==> src/rtl/gpio_ports_pkg.sv <==
// Package: register offsets, banks, reset values and mode codes for the port block
package gpio_ports_pkg;
    localparam int          DATA_W           = 8;
    localparam int          CTRL_W           = 4;
    localparam int          BANK_W           = 4;
    localparam int          ADDR_W           = 8;
    localparam logic [7:0]  OFS_ANA_DIR      = 8'h10;
    localparam logic [7:0]  OFS_ANA_VAL      = 8'h11;
    localparam logic [7:0]  OFS_HIGH_DIR     = 8'h12;
    localparam logic [7:0]  OFS_HIGH_VAL     = 8'h13;
    localparam logic [7:0]  OFS_CTRL_DIR     = 8'h14;
    localparam logic [7:0]  OFS_CTRL_VAL     = 8'h15;
    localparam logic [3:0]  BANK_DIGITAL     = 4'h1;
    localparam logic [3:0]  BANK_ANALOG      = 4'h5;
    localparam logic [7:0]  DIR_RESET        = 8'hFF;
    localparam logic [3:0]  CTRL_DIR_RESET   = 4'hF;
    localparam logic [7:0]  ANA_READ_RESET   = 8'h00;
    localparam logic [7:0]  LATCH_POR_VALUE  = 8'h00;
    localparam int          BIT_ALE          = 0;
    localparam int          BIT_RD           = 1;
    localparam int          BIT_WR           = 2;
    localparam int          BIT_CAP          = 3;
    localparam int          FIRST_ANA_CHAN   = 4;
    // Operating mode from configuration bits
    typedef enum logic [1:0] {
        MODE_MICROPROC   = 2'h0,
        MODE_EXT_MICRO   = 2'h1,
        MODE_MICRO       = 2'h2,
        MODE_SAFE_MICRO  = 2'h3
    } opMode_type;
endpackage

==> src/rtl/gpio_pin_cell.sv <==
// Generic port slice of WIDTH bits: latch, direction and unregistered pass-through pin levels
`timescale 1ns/1ps
module gpio_pin_cell #(
    parameter int         WIDTH     = 8,
    parameter logic [7:0] DIR_INIT  = 8'hFF
) (
    input  wire logic              ref_clk,
    input  wire logic              rst_n,
    input  wire logic              porReset,
    input  wire logic              latchWrite,
    input  wire logic              dirWrite,
    input  wire logic [WIDTH-1:0]  writeData,
    input  wire logic [WIDTH-1:0]  pinIn,
    output logic      [WIDTH-1:0]  latchOut,
    output logic      [WIDTH-1:0]  dirOut,
    output logic      [WIDTH-1:0]  pinLevel
);
    logic [WIDTH-1:0] latch_q;
    logic [WIDTH-1:0] dir_q;

    // Latch keeps its value on all resets except power-up kinds
    always_ff @(posedge ref_clk) begin
        if (porReset) begin
            latch_q <= gpio_ports_pkg::LATCH_POR_VALUE[WIDTH-1:0];
        end else if (latchWrite) begin
            latch_q <= writeData;
        end
    end

    always_ff @(posedge ref_clk) begin
        if (!rst_n) begin
            dir_q <= DIR_INIT[WIDTH-1:0];
        end else if (dirWrite) begin
            dir_q <= writeData;
        end
    end

    assign latchOut = latch_q;
    assign dirOut   = dir_q;
    assign pinLevel = pinIn;
endmodule

==> src/rtl/gpio_ports_bus_mux.sv <==
// Top of the three-port GPIO block with system bus control muxing
// What this block does
// - A direction bit of one turns the pin into an input with its driver off.
// - A direction bit of zero makes the pin drive its output latch value; analog port pins drive only while selected digital.
// - Reads return pin levels while writes only change the output latch.
// - The control port has four bits and its upper bits read as zero.
// - In processor or extended modes the low three control pins carry latch, read and write strobes.
// - Read and write strobes are active low and address latch is active high.
// - In the two microcontroller modes those three pins are plain I/O.
// - The fourth control pin is always I/O and its level feeds capture four.
// - The analog port bits map to converter channels four to eleven in order.
// - After reset the analog port is analog and reads zero until software selects digital.
// - Directions reset to ones; latches load LATCH_POR_VALUE (zero) on power-up and are kept on other resets.
// - The analog port decodes only in bank five and the other two only in bank one.
// - In bus modes the high byte port carries address/data bits fifteen to eight.
`timescale 1ns/1ps
module gpio_ports_bus_mux #(
    parameter int W = gpio_ports_pkg::DATA_W
) (
    input  wire logic                                 ref_clk,
    input  wire logic                                 rst_n,
    input  wire logic                                 porReset,
    input  wire gpio_ports_pkg::opMode_type           opMode,
    input  wire logic [gpio_ports_pkg::BANK_W-1:0]    bank_select,
    input  wire logic [gpio_ports_pkg::ADDR_W-1:0]    regAddr,
    input  wire logic                                 regWrite,
    input  wire logic                                 regRead,
    input  wire logic [W-1:0]                         regWdata,
    output logic      [W-1:0]                         regRdata,
    output logic                                      regHit,
    input  wire logic [W-1:0]                         analogDigitalSel,
    output logic      [W-1:0]                         analogChanEnable,
    input  wire logic [W-1:0]                         analogPinIn,
    output logic      [W-1:0]                         analogPinOut,
    output logic      [W-1:0]                         analogPinOe,
    input  wire logic [W-1:0]                         highPinIn,
    output logic      [W-1:0]                         highPinOut,
    output logic      [W-1:0]                         highPinOe,
    input  wire logic                                 busAddrPhase,
    input  wire logic                                 busReadCycle,
    input  wire logic                                 busWriteCycle,
    input  wire logic [W-1:0]                         busHighOut,
    input  wire logic                                 busHighDrive,
    output logic      [W-1:0]                         busHighIn,
    input  wire logic [gpio_ports_pkg::CTRL_W-1:0]    ctrlPinIn,
    output logic      [gpio_ports_pkg::CTRL_W-1:0]    ctrlPinOut,
    output logic      [gpio_ports_pkg::CTRL_W-1:0]    ctrlPinOe,
    output logic                                      capture_four_input
);
    localparam int CW = gpio_ports_pkg::CTRL_W;

    // ----------------------------------------
    // Decode
    // ----------------------------------------
    function automatic logic hitAt(input logic [7:0] a, input logic [7:0] ofs,
                                   input logic bankOk);
        return (a == ofs) && bankOk;
    endfunction

    // Upper control bits are not implemented and read back as zero
    function automatic logic [W-1:0] ctrlWide(input logic [CW-1:0] v);
        return {{(W-CW){1'b0}}, v};
    endfunction

    logic bankAna;
    logic bankDig;
    logic anaDirSel;
    logic anaValSel;
    logic highDirSel;
    logic highValSel;
    logic ctrlDirSel;
    logic ctrlValSel;
    logic busMode;

    // Same offsets in other banks belong to other blocks, so the bank is part of every decode
    assign bankAna    = (bank_select == gpio_ports_pkg::BANK_ANALOG);
    assign bankDig    = (bank_select == gpio_ports_pkg::BANK_DIGITAL);
    assign anaDirSel  = hitAt(regAddr, gpio_ports_pkg::OFS_ANA_DIR, bankAna);
    assign anaValSel  = hitAt(regAddr, gpio_ports_pkg::OFS_ANA_VAL, bankAna);
    assign highDirSel = hitAt(regAddr, gpio_ports_pkg::OFS_HIGH_DIR, bankDig);
    assign highValSel = hitAt(regAddr, gpio_ports_pkg::OFS_HIGH_VAL, bankDig);
    assign ctrlDirSel = hitAt(regAddr, gpio_ports_pkg::OFS_CTRL_DIR, bankDig);
    assign ctrlValSel = hitAt(regAddr, gpio_ports_pkg::OFS_CTRL_VAL, bankDig);
    assign busMode    = (opMode == gpio_ports_pkg::MODE_MICROPROC) ||
                        (opMode == gpio_ports_pkg::MODE_EXT_MICRO);

    // ----------------------------------------
    // Port slices
    // ----------------------------------------
    logic [W-1:0]  anaLatch;
    logic [W-1:0]  anaDir;
    logic [W-1:0]  anaLevel;
    logic [W-1:0]  highLatch;
    logic [W-1:0]  highDir;
    logic [W-1:0]  highLevel;
    logic [CW-1:0] ctrlLatch;
    logic [CW-1:0] ctrlDir;
    logic [CW-1:0] ctrlLevel;

    gpio_pin_cell #(.WIDTH(W), .DIR_INIT(gpio_ports_pkg::DIR_RESET)) anaCell (
        .ref_clk    (ref_clk),
        .rst_n      (rst_n),
        .porReset   (porReset),
        .latchWrite (regWrite && anaValSel),
        .dirWrite   (regWrite && anaDirSel),
        .writeData  (regWdata),
        .pinIn      (analogPinIn),
        .latchOut   (anaLatch),
        .dirOut     (anaDir),
        .pinLevel   (anaLevel)
    );

    gpio_pin_cell #(.WIDTH(W), .DIR_INIT(gpio_ports_pkg::DIR_RESET)) highCell (
        .ref_clk    (ref_clk),
        .rst_n      (rst_n),
        .porReset   (porReset),
        .latchWrite (regWrite && highValSel),
        .dirWrite   (regWrite && highDirSel),
        .writeData  (regWdata),
        .pinIn      (highPinIn),
        .latchOut   (highLatch),
        .dirOut     (highDir),
        .pinLevel   (highLevel)
    );

    // Control slice is four bits wide; upper write bits are dropped
    gpio_pin_cell #(.WIDTH(CW), .DIR_INIT({4'h0, gpio_ports_pkg::CTRL_DIR_RESET})) ctrlCell (
        .ref_clk    (ref_clk),
        .rst_n      (rst_n),
        .porReset   (porReset),
        .latchWrite (regWrite && ctrlValSel),
        .dirWrite   (regWrite && ctrlDirSel),
        .writeData  (regWdata[CW-1:0]),
        .pinIn      (ctrlPinIn),
        .latchOut   (ctrlLatch),
        .dirOut     (ctrlDir),
        .pinLevel   (ctrlLevel)
    );

    // ----------------------------------------
    // Analog port
    // ----------------------------------------
    // Converter config decides digital use; reset value of that input is analog
    logic [W-1:0] anaDigital;
    assign anaDigital       = rst_n ? analogDigitalSel : '0;
    assign analogChanEnable = ~anaDigital;
    assign analogPinOe      = anaDigital & ~anaDir;
    assign analogPinOut     = anaLatch;

    // ----------------------------------------
    // High byte port
    // ----------------------------------------
    // Latch keeps its value while the bus owns the pins, ready for the return to I/O
    assign highPinOe  = busMode ? {W{busHighDrive}} : ~highDir;
    assign highPinOut = busMode ? busHighOut : highLatch;
    assign busHighIn  = highLevel;

    // ----------------------------------------
    // System bus strobes
    // ----------------------------------------
    // Only the low three pins turn into strobes; the capture pin stays I/O
    logic [CW-1:0] busCtrlOut;
    logic [CW-1:0] busCtrlMask;

    always_comb begin
        busCtrlOut                           = '0;
        busCtrlMask                          = '0;
        busCtrlOut[gpio_ports_pkg::BIT_ALE]  = busAddrPhase;
        busCtrlOut[gpio_ports_pkg::BIT_RD]   = ~busReadCycle;
        busCtrlOut[gpio_ports_pkg::BIT_WR]   = ~busWriteCycle;
        busCtrlMask[gpio_ports_pkg::BIT_ALE] = busMode;
        busCtrlMask[gpio_ports_pkg::BIT_RD]  = busMode;
        busCtrlMask[gpio_ports_pkg::BIT_WR]  = busMode;
    end

    // ----------------------------------------
    // Control port
    // ----------------------------------------
    always_comb begin
        ctrlPinOut = ctrlLatch;
        ctrlPinOe  = ~ctrlDir;
        for (int i = 0; i < CW; i++) begin
            if (busCtrlMask[i]) begin
                ctrlPinOut[i] = busCtrlOut[i];
                ctrlPinOe[i]  = 1'b1;
            end
        end
    end

    // ----------------------------------------
    // Capture input
    // ----------------------------------------
    assign capture_four_input = ctrlLevel[gpio_ports_pkg::BIT_CAP];

    // ----------------------------------------
    // Read mux
    // ----------------------------------------
    // Reads see the pins, so a read-modify-write copies input levels into the latch
    always_comb begin
        regRdata = '0;
        regHit   = 1'b0;
        if (regRead) begin
            regHit = 1'b1;
            if (anaDirSel) begin
                regRdata = anaDir;
            end else if (anaValSel) begin
                regRdata = anaLevel & anaDigital;
            end else if (highDirSel) begin
                regRdata = highDir;
            end else if (highValSel) begin
                regRdata = highLevel;
            end else if (ctrlDirSel) begin
                regRdata = ctrlWide(ctrlDir);
            end else if (ctrlValSel) begin
                regRdata = ctrlWide(ctrlLevel);
            end else begin
                regHit = 1'b0;
            end
        end
    end

endmodule

==> config.mk <==
export PLATFORM = sky130hd
export DESIGN_NAME = gpio_ports_bus_mux
export DESIGN_NICKNAME = d
export VERILOG_FILES = /design/src/rtl/gpio_ports_pkg.sv /design/src/rtl/gpio_pin_cell.sv /design/src/rtl/gpio_ports_bus_mux.sv
export SDC_FILE = /design/constraint.sdc
export NUM_CORES = 1
export LEC_CHECK = 0
export ABC_CLOCK_PERIOD_IN_PS = 2600
export BUFFER_PORTS_ARGS = -buffer_cell sky130_fd_sc_hd__buf_2
export CORE_ASPECT_RATIO = 2
export CORE_MARGIN = 2
export CORE_UTILIZATION = 25
export CTS_CLUSTER_SIZE = 20
export DETAILED_ROUTE_END_ITERATION = 12
export SYNTH_ARGS = -nofsm -noshare
export SYNTH_HDL_FRONTEND = slang
export SYNTH_SLANG_ARGS = --single-unit
==> constraint.sdc <==
create_clock -name ref_clk -period 2.6 [get_ports ref_clk]
set_input_delay 0.52 -clock ref_clk [delete_from_list [all_inputs] [get_ports ref_clk]]
set_output_delay 0.52 -clock ref_clk [all_outputs]
set_load 0.02 [all_outputs]
Word level (Yosys, flattened, before mapping)
Cells that the tools add are included.
W data, S select, Z words.
- register bits after elaboration: 40
- input port bits: 67
- output and inout port bits: 66
- logic and storage cells: 60
- eq/ne operators: 9
- muxes and demuxes: 23
- bitwise logic cells: 8
- reductions and logical operators: 14
- operator list (cell ; number):
    $mux W8 ; 8
    $eq A8 B5 Y1 const B ; 6
    $not A8 Y8 ; 3
    $and A8 B8 Y8 ; 2
    $mux W1 ; 13
    $logic_and A1 B1 Y1 ; 12
    $mux W4 ; 2
    $eq A4 B1 Y1 const B ; 1
    $eq A4 B3 Y1 const B ; 1
    $not A4 Y4 ; 1
    $eq A2 B1 Y1 const B ; 1
    $logic_not A2 Y1 ; 1
    $not A1 Y1 ; 2
    $logic_or A1 B1 Y1 ; 1

Depth between registers and ports, before layout
Gate-level depths: netlist (run 1).
- depth in word-level cells: 9
- depth in mapped cells: 6
- mapped depth without buffers: 4

Hierarchy
A second synthesis (run 1) with hierarchy kept.
- cell total of the unflattened synthesis: 277
- area, all modules: 2398.6 um^2
- modules (own cells, without submodules) (module ; instances ; cells an instance ; area each (um^2)):
    gpio_pin_cell at anaCell ... ; 2 ; 60 ; 630.6
    gpio_ports_bus_mux ; 1 ; 127 ; 827.0
    gpio_pin_cell at ctrlCell ; 1 ; 30 ; 310.3

Worst setup path before layout (run 1)
Ideal clock, no wire load.
- path kind: in2out
- from: input regAddr[3] (netlist name)
- to: output regRdata[1]
- arrival time: 2.156 ns
- data required time: 2.080 ns
- slack: -0.076 ns
- cell stages on the path: 4
- path buffers: 0
- cell sequence: nor4b_1 -> nand3_1 -> a2bb2oi_1 -> a311oi_1
- cells in the longest elaborated chain, start to end: 9
- elaborated cells between the ends (all ways): 19
- classes of those cells: eq/ne (6); mux (7); reduce/logical (6)
- ends and longest elaborated chain (what ; line ; text):
    from (decl) ; gpio_ports_bus_mux.sv:25 ; input wire logic [gpio_ports_pkg::ADDR_W-1:0] regAddr,
    $eq A8 B5 Y1 ; gpio_ports_bus_mux.sv:57 ; return (a == ofs) && bankOk;
    $logic_and A1 B1 Y1 ; gpio_ports_bus_mux.sv:57 ;
    $mux W4 ; gpio_ports_bus_mux.sv:214 ; end else if (ctrlValSel) begin
    $mux W4 ; gpio_ports_bus_mux.sv:212 ; end else if (ctrlDirSel) begin
    $mux W8 ; gpio_ports_bus_mux.sv:210 ; end else if (highValSel) begin
    $mux W8 ; gpio_ports_bus_mux.sv:208 ; end else if (highDirSel) begin
    $mux W8 ; gpio_ports_bus_mux.sv:206 ; end else if (anaValSel) begin
    $mux W8 (*) ; gpio_ports_bus_mux.sv:204 ; if (anaDirSel) begin
    $mux W8 (*) ; gpio_ports_bus_mux.sv:202 ; if (regRead) begin
    to (decl) ; gpio_ports_bus_mux.sv:29 ; output logic [W-1:0] regRdata,
Mark *: on every way between the ends. The rest lies on a longest branch, timed or not.

Worst setup path after layout (run 1)
- from: input regAddr[1] (netlist name)
- to: output regRdata[1]
Same word-level chain as after synthesis.

==> results of run 1 <==
==> registers in the layout (all words and copies together) (netlist names) <==
register and count:
highCell.dirOut 8, ctrlCell.dirOut 4, ctrlCell.latchOut 4, anaCell.latchOut 8, highCell.latchOut 8, anaCell.dirOut 8
==> kinds of logic (layout without fill, tap and decap cells) <==
group | after synthesis | count (layout)
compound gates | 36 | 36
buf+inv | 29 | 159
flops | 40 | 40
mux | 60 | 60
simple gates | 109 | 109
==> what timing repair did <==
action	4_1_cts	5_1_grt
resized for setup	1	5
cloned	0	0
setup endpoints to repair	1	1
==> power by group through the flow <==
stage / Sequential, W / Clock [W] / Combinational, W
5_1_grt: 0.000613 / 0.000600 / 0.000279
3_5_place_dp: 0.000627 / 0 / 0.000257
3_3_place_gp: 0.000627 / 0 / 0.000254
4_1_cts: 0.000613 / 0.000578 / 0.000258
2_1_floorplan: 0.000627 / 0 / 0.000133
6_report: 0.000613 / 0.000554 / 0.000257
==> through the flow <==
step / std cells / hold slack (ns) / cell area, sq um / power, W
after floorplan: 274 / 0.454 / 2340 / 0.000760
after global placement: 503 / 0.475 / 3140 / 0.000881
after CTS: 508 / 0.497 / 3270 / 0.00145
after global routing: 508 / 0.532 / 3290 / 0.00149
final: 508 / 0.494 / 3290 / 0.00142
after detailed placement: 503 / 0.483 / 3140 / 0.000884
==> critical path: stages <==
cell and delay [ns]:
buf_2 0.11, or4b_1 0.62, buf_4 0.22, o41ai_1 0.26
a311oi_1 0.08, buf_2 0.18
==> metal layers <==
metal	vias to the layer above	share of wire (%)	wire, microns
li1	1225	-	-
met3	12	4.9	396
met1	1130	34	2710
met5	-	0	0
met2	81	58	4700
met4	0	3.1	251
==> final cells by class <==
class | count | area (sq um)
well taps | 104 | 130
clock buffers | 5 | 125
flip-flops and latches | 40 | 801
multi-input cells | 205 | 1420
fillers | 1010 | 5970
repair buffers | 150 | 798
inverters | 4 | 15.0
==> layout by cell type (no fill, tap or decap), types with 2 or more instances in the layout <==
master | netlist | final
a2bb2oi_1 | 3 | 3
nand4_1 | 6 | 6
mux2_2 | 15 | 15
clkbuf_16 | 0 | 5
nor2_1 | 36 | 36
a21oi_2 | 0 | 2
a21oi_1 | 12 | 10
mux2i_1 | 45 | 45
o21ai_0 | 13 | 13
dfxtp_1 | 40 | 40
buf_2 | 1 | 131
a211oi_1 | 2 | 2
nor3b_1 | 2 | 2
nand3_1 | 5 | 5
inv_1 | 4 | 4
nand2_1 | 37 | 37
nand2b_1 | 5 | 5
nor4b_2 | 1 | 3
buf_4 | 10 | 19
==> worst min-delay path by stage <==
stage	startpoint	to	slack [ns]	cells past startpoint
floorplan	ctrlCell.latchOut[0]	ctrlCell.latchOut[0]	0.45	2
global placement	highCell.latchOut[6]	highCell.latchOut[6]	0.47	2
detailed placement	anaCell.latchOut[2]	anaCell.latchOut[2]	0.48	2
CTS	highCell.latchOut[7]	highCell.latchOut[7]	0.50	2
global route	highCell.dirOut[6]	highCell.dirOut[6]	0.53	2
finish	highCell.latchOut[7]	highCell.latchOut[7]	0.49	2
==> flow_summary_export.csv, run 1 <==
group,metric,value,unit
timing,fin_crit_sh,96.4,%
timing,fmax,399,MHz
grt,grt_pass1_vias,2344,
timing,fin_setup_tns,0,ns
placed_design,gp_congestion,0.789,
pwr,seq_power_share,43.1,%
clocking,cts.sinks,40,
drt,wire_per_inst,15.9,microns
yosys,yosys_warnings,0,
timing,setup_ws,0.0940,ns
yosys,syn_area,2340,sq um
setup_path,required,2.08,ns
timing,final.setup_skew,0,ns
placed_design,hpwl,6.56,mm
grt,use_met1,14.7,%
yosys,async_flop_share,0,%
floorplanning,fp.dieH,141,microns
final_layout,syn_to_final_growth,40.7,%
grt,grt.total_usage,15.6,%
setup_path,cp.arrival,1.99,ns
setup_path,path_max_fanout,7,
yosys,synthXorXnorAreaFrac,0,%
clocking,cts_root_buf,"clkbuf_16",
yosys,synth.net_count,341,
setup_path,r2r-end,"anaCell.dirOut[4]",
drt,firstDrtPassIters,4,
min_path,min_path_type,"reg -> reg",
timing,setup_viol,0,
yosys,synth_edf_count,0,
drt,drtAntennaViolNets,0,
yosys,synthTopCellsByCount,"mux2i_1, dfxtp_1, nand2_1",
setup_path,cp-startpoint,"regAddr[1]",
pwr,p_leak,1.75,nW
run,maxCapViolCount,0,
floorplanning,die_area,10200,sq um
pwr,internal_power,0.00106,W
yosys,yosys_most_used_dff,"dfxtp_1",
yosys,ys_seq_elements,40,
pwr,p_sw_share,25.8,%
yosys,postSynthCellCount,274,
pwr,pwr-share-clk,38.9,%
timing,hold_violations,0,
placed_design,post-place-ws,-0.0281,ns
grt,grt_max_degree,26,
yosys,avgSynthCellArea,8.53,sq um
yosys,synth_most_common_cell,"mux2i_1",
setup_path,endpoint_kind,"output pin",
pwr,comb_power_share,18.0,%
clocking,clk_latency,0.28,ns
drt,routed_wl,8.06,mm
yosys,synth_fa_ha_area_share,0,%
timing,fin_crit,2.51,ns
pwr,vdd_ir_drop_max,0.274,mV
timing,maxSlewHeadroom,74.2,%
floorplanning,num_rows,50,
grt,busiest_layer,"met2",
clocking,cts.hold.buffers_added,0,
yosys,synth_top_area_share,34.2,%
setup_path,crit_path_end,"regRdata[1]",
clocking,cts_buffer_depth,2,
clocking,postCtsSetupBuffers,0,
clocking,cts_tree,"done",
yosys,seq_area_frac_synth,34.2,%
drt,num_vias,2448,
floorplanning,initial_core_util,25.3,%
grt,grt_first_pass_wirelength,12.0,mm
floorplanning,core-area,9260,sq um
setup_path,reg2reg_from,"anaCell.dirOut[4]",
clocking,htreeDepth,2,
yosys,synth-compound-area-share,9.36,%
yosys,muxShareOfSynthArea,26.5,%
grt,antenna_found_initial,0,
timing,maxSlewViolCount,0,
clocking,cts_buffers,5,
final_layout,drive_gt1_share,45.0,%
timing,rsz0062_at_grt,"no",
setup_path,path_class,"in -> out",
floorplanning,pin_count,133,
timing,tightest_slew,0.387,ns
yosys,synthTopCellsByArea,"dfxtp_1, mux2i_1, mux2_2",
pwr,pwr_density_cell,433,nW/um^2
drt,route.detailed.drc,0,
status,outcome,"complete, no violations",
setup_path,rrSetupSlack,1.95,ns
pwr,switchingPower,0.000367,W
grt,grt-ovfl-total,0,
yosys,synth_top_family_by_area,"multiplexers",
yosys,yosys.area_share.simple,23.2,%
final_layout,fin_nets,473,
grt,grtUsageMet3,2.14,%
yosys,synth_largest_area_cell,"dfxtp_1",
setup_path,crit_path_start_kind,"primary input",
drt,first_iter_violations,52,
final_layout,final_util,35.5,%
grt,use_met2,31.2,%
setup_path,reg2reg_depth,2,
floorplanning,die_w,72.4,microns
yosys,synth_cell_types,41,
clocking,clk_pin_slew_worst_paths,0.05,ns
final_layout,n_antenna_cell,0,
drt,via_per_inst,4.82,
placed_design,port_buffers,131,
Power figures use the tool's default switching activity.
==> inputs of run 2 (changes only) <==
--- a/config.mk
+++ b/config.mk
@@ -5,13 +5,14 @@
 export SDC_FILE = /design/constraint.sdc
 export NUM_CORES = 1
 export LEC_CHECK = 0
-export ABC_CLOCK_PERIOD_IN_PS = 2600
+export ABC_CLOCK_PERIOD_IN_PS = 2700
 export BUFFER_PORTS_ARGS = -buffer_cell sky130_fd_sc_hd__buf_2
 export CORE_ASPECT_RATIO = 2
 export CORE_MARGIN = 2
 export CORE_UTILIZATION = 25
 export CTS_CLUSTER_SIZE = 20
 export DETAILED_ROUTE_END_ITERATION = 12
+export RECOVER_POWER = 100
 export SYNTH_ARGS = -nofsm -noshare
 export SYNTH_HDL_FRONTEND = slang
 export SYNTH_SLANG_ARGS = --single-unit
==> constraint.sdc (replaced) <==
create_clock -name ref_clk -period 2.7 [get_ports ref_clk]
set_input_delay 0.54 -clock ref_clk [delete_from_list [all_inputs] [get_ports ref_clk]]
set_output_delay 0.54 -clock ref_clk [all_outputs]
set_load 0.02 [all_outputs]
==> flow_summary_export.csv, run 2 (same netlist as run 1, synthesis figures left out) <==
group,metric,value,unit
setup_path,slowest_stage,"or4b_1",
final_layout,syn_to_final_growth,35.4,%
grt,grt.total_usage,15.8,%
placed_design,place_inst,497,
final_layout,n_antenna_cell,0,
final_layout,postLayoutCellArea,3170,sq um
clocking,cts_tree,"done",
timing,final.setup_skew,0,ns
pwr,pwr-share-clk,42.2,%
placed_design,hpwl,6.56,mm
pwr,power,0.00143,W
timing,hold_violations,0,
floorplanning,initial_core_util,25.3,%
floorplanning,die_w,72.4,microns
floorplanning,core-area,9260,sq um
setup_path,crit_chain,"buf_2 -> or4b_1 -> buf_4 -> a21oi_1 -> a21oi_1 -> nor2_1 -> clkbuf_2",
floorplanning,num_rows,50,
floorplanning,fp.dieH,141,microns
pwr,internal_power,0.00104,W
grt,grt_max_degree,24,
drt,via_per_inst,4.83,
setup_path,path_buf_inv,3,
clocking,clk_pin_slew_worst_paths,0.06,ns
setup_path,reg2reg_from,"anaCell.dirOut[4]",
floorplanning,pin_count,133,
final_layout,final_cell_mix,"buf_2, clkbuf_1, mux2i_1",
drt,first_iter_violations,83,
final_layout,fin_nets,468,
drt,drtAntennaViolNets,0,
final_layout,layout.cells.non_filler,506,
pwr,comb_power_share,16.4,%
drt,num_vias,2446,
timing,maxSlewViolCount,0,
clocking,htreeDepth,2,
pwr,pwr_density_cell,450,nW/um^2
clocking,cts_root_buf,"clkbuf_16",
clocking,cts.sinks,40,
setup_path,path_max_fanout,7,
setup_path,slowest_delay,0.60,ns
setup_path,crit_path_start_kind,"primary input",
clocking,cts_buffer_depth,2,
pwr,p_sw_share,26.9,%
clocking,cts_buffers,5,
floorplanning,die_area,10200,sq um
setup_path,r2r-end,"anaCell.dirOut[4]",
timing,rsz0062_at_grt,"no",
status,outcome,"complete, no violations",
min_path,whs_path_depth,2,
drt,firstDrtPassIters,4,
setup_path,required,2.16,ns
pwr,seq_power_share,41.4,%
final_layout,mostFrequentLayoutCell,"buf_2",
pwr,p_leak,1.50,nW
placed_design,gp_congestion,0.799,
clocking,cts.hold.buffers_added,0,
final_layout,drive_gt1_share,28.1,%
grt,antenna_found_initial,0,
min_path,hold_path_end,"highCell.latchOut[4]",
pwr,vdd_ir_drop_max,0.291,mV
timing,fin_setup_tns,0,ns
placed_design,placed_area,3090,sq um
drt,route.detailed.drc,0,
setup_path,critical_path.most_common_cell,"a21oi_1",
timing,fin_crit_sh,96.4,%
setup_path,endpoint_kind,"output pin",
drt,routed_wl,8.12,mm
run,maxCapViolCount,0,
setup_path,cpLargestDelayFamily,"simple AND/OR/NAND/NOR gates",
pwr,switchingPower,0.000383,W
clocking,clk_latency,0.28,ns
timing,fin_crit,2.60,ns
timing,fmax,384,MHz
timing,tightest_slew,0.665,ns
setup_path,path_class,"in -> out",
grt,grt-ovfl-total,0,
timing,setup_viol,0,
setup_path,reg2reg_depth,2,
min_path,min_path_type,"reg -> reg",
grt,grt_first_pass_wirelength,12.1,mm
timing,maxSlewHeadroom,55.6,%
setup_path,cp.arrival,2.06,ns
placed_design,port_buffers,131,
min_path,min_from,"highCell.latchOut[4]",
setup_path,rrSetupSlack,2.04,ns
drt,wire_per_inst,16.0,microns
grt,grt_pass1_vias,2410,
[run 2: worst register-to-register path: stages (launching register included)]
cell	delay, ns
dfxtp_1	0.34
mux2i_1	0.13
nand2_1	0.06
[run 2: power by group through the flow]
stage / combinational, W / clock, W / sequential (W)
finish: 0.000234 / 0.000601 / 0.000590
global placement: 0.000240 / 0 / 0.000603
CTS: 0.000244 / 0.000621 / 0.000590
floorplan: 0.000128 / 0 / 0.000603
global route: 0.000254 / 0.000646 / 0.000590
detailed placement: 0.000243 / 0 / 0.000603
[run 2: what timing repair did]
item                                    4_1_cts  5_1_grt
resized for setup                             0        5
buffers inserted                              0        1
endpoints found under the setup margin        0        2
[run 2: worst max-delay path by stage]
stage | from | to | slack [ns] | depth (start not counted)
2_1_floorplan | regAddr[0] | regRdata[1] | 0.13 | 5
3_3_place_gp | regAddr[5] | regRdata[3] | 0.04 | 6
3_5_place_dp | regAddr[5] | regRdata[3] | 0.06 | 6
4_1_cts | regAddr[5] | regRdata[3] | 0.05 | 6
5_1_grt | regAddr[5] | regRdata[1] | 0.01 | 8
6_report | regAddr[1] | regRdata[7] | 0.1 | 7
[run 2: final cells by class]
class | count | area, sq um
Clock buffer | 6 | 139
Clock inverter | 2 | 10.0
Fill cell | 1040 | 6090
Inverter | 4 | 15.0
Multi-Input combinational cell | 205 | 1400
Sequential cell | 40 | 801
Tap cell | 104 | 130
Timing Repair Buffer | 145 | 671
[run 2: through the flow]
stage	hold WS (ns)	utilization (%)	setup slack, ns
final	0.491	34.2	0.0976
after floorplan	0.454	-	0.133
after CTS	0.498	35.0	0.0534
after detailed placement	0.485	33.4	0.0646
after global routing	0.535	34.2	0.0107
after global placement	0.474	33.4	0.0376
[run 2: per-layer routing]
layer  global-route usage, %  share of wire [%]  vias up
met5                       0                  0        -
met2                    31.3                 57       90
li1                        -                  -     1211
met3                    2.00                4.6       15
met1                    15.2                 35     1130
met4                    7.41                2.9        0
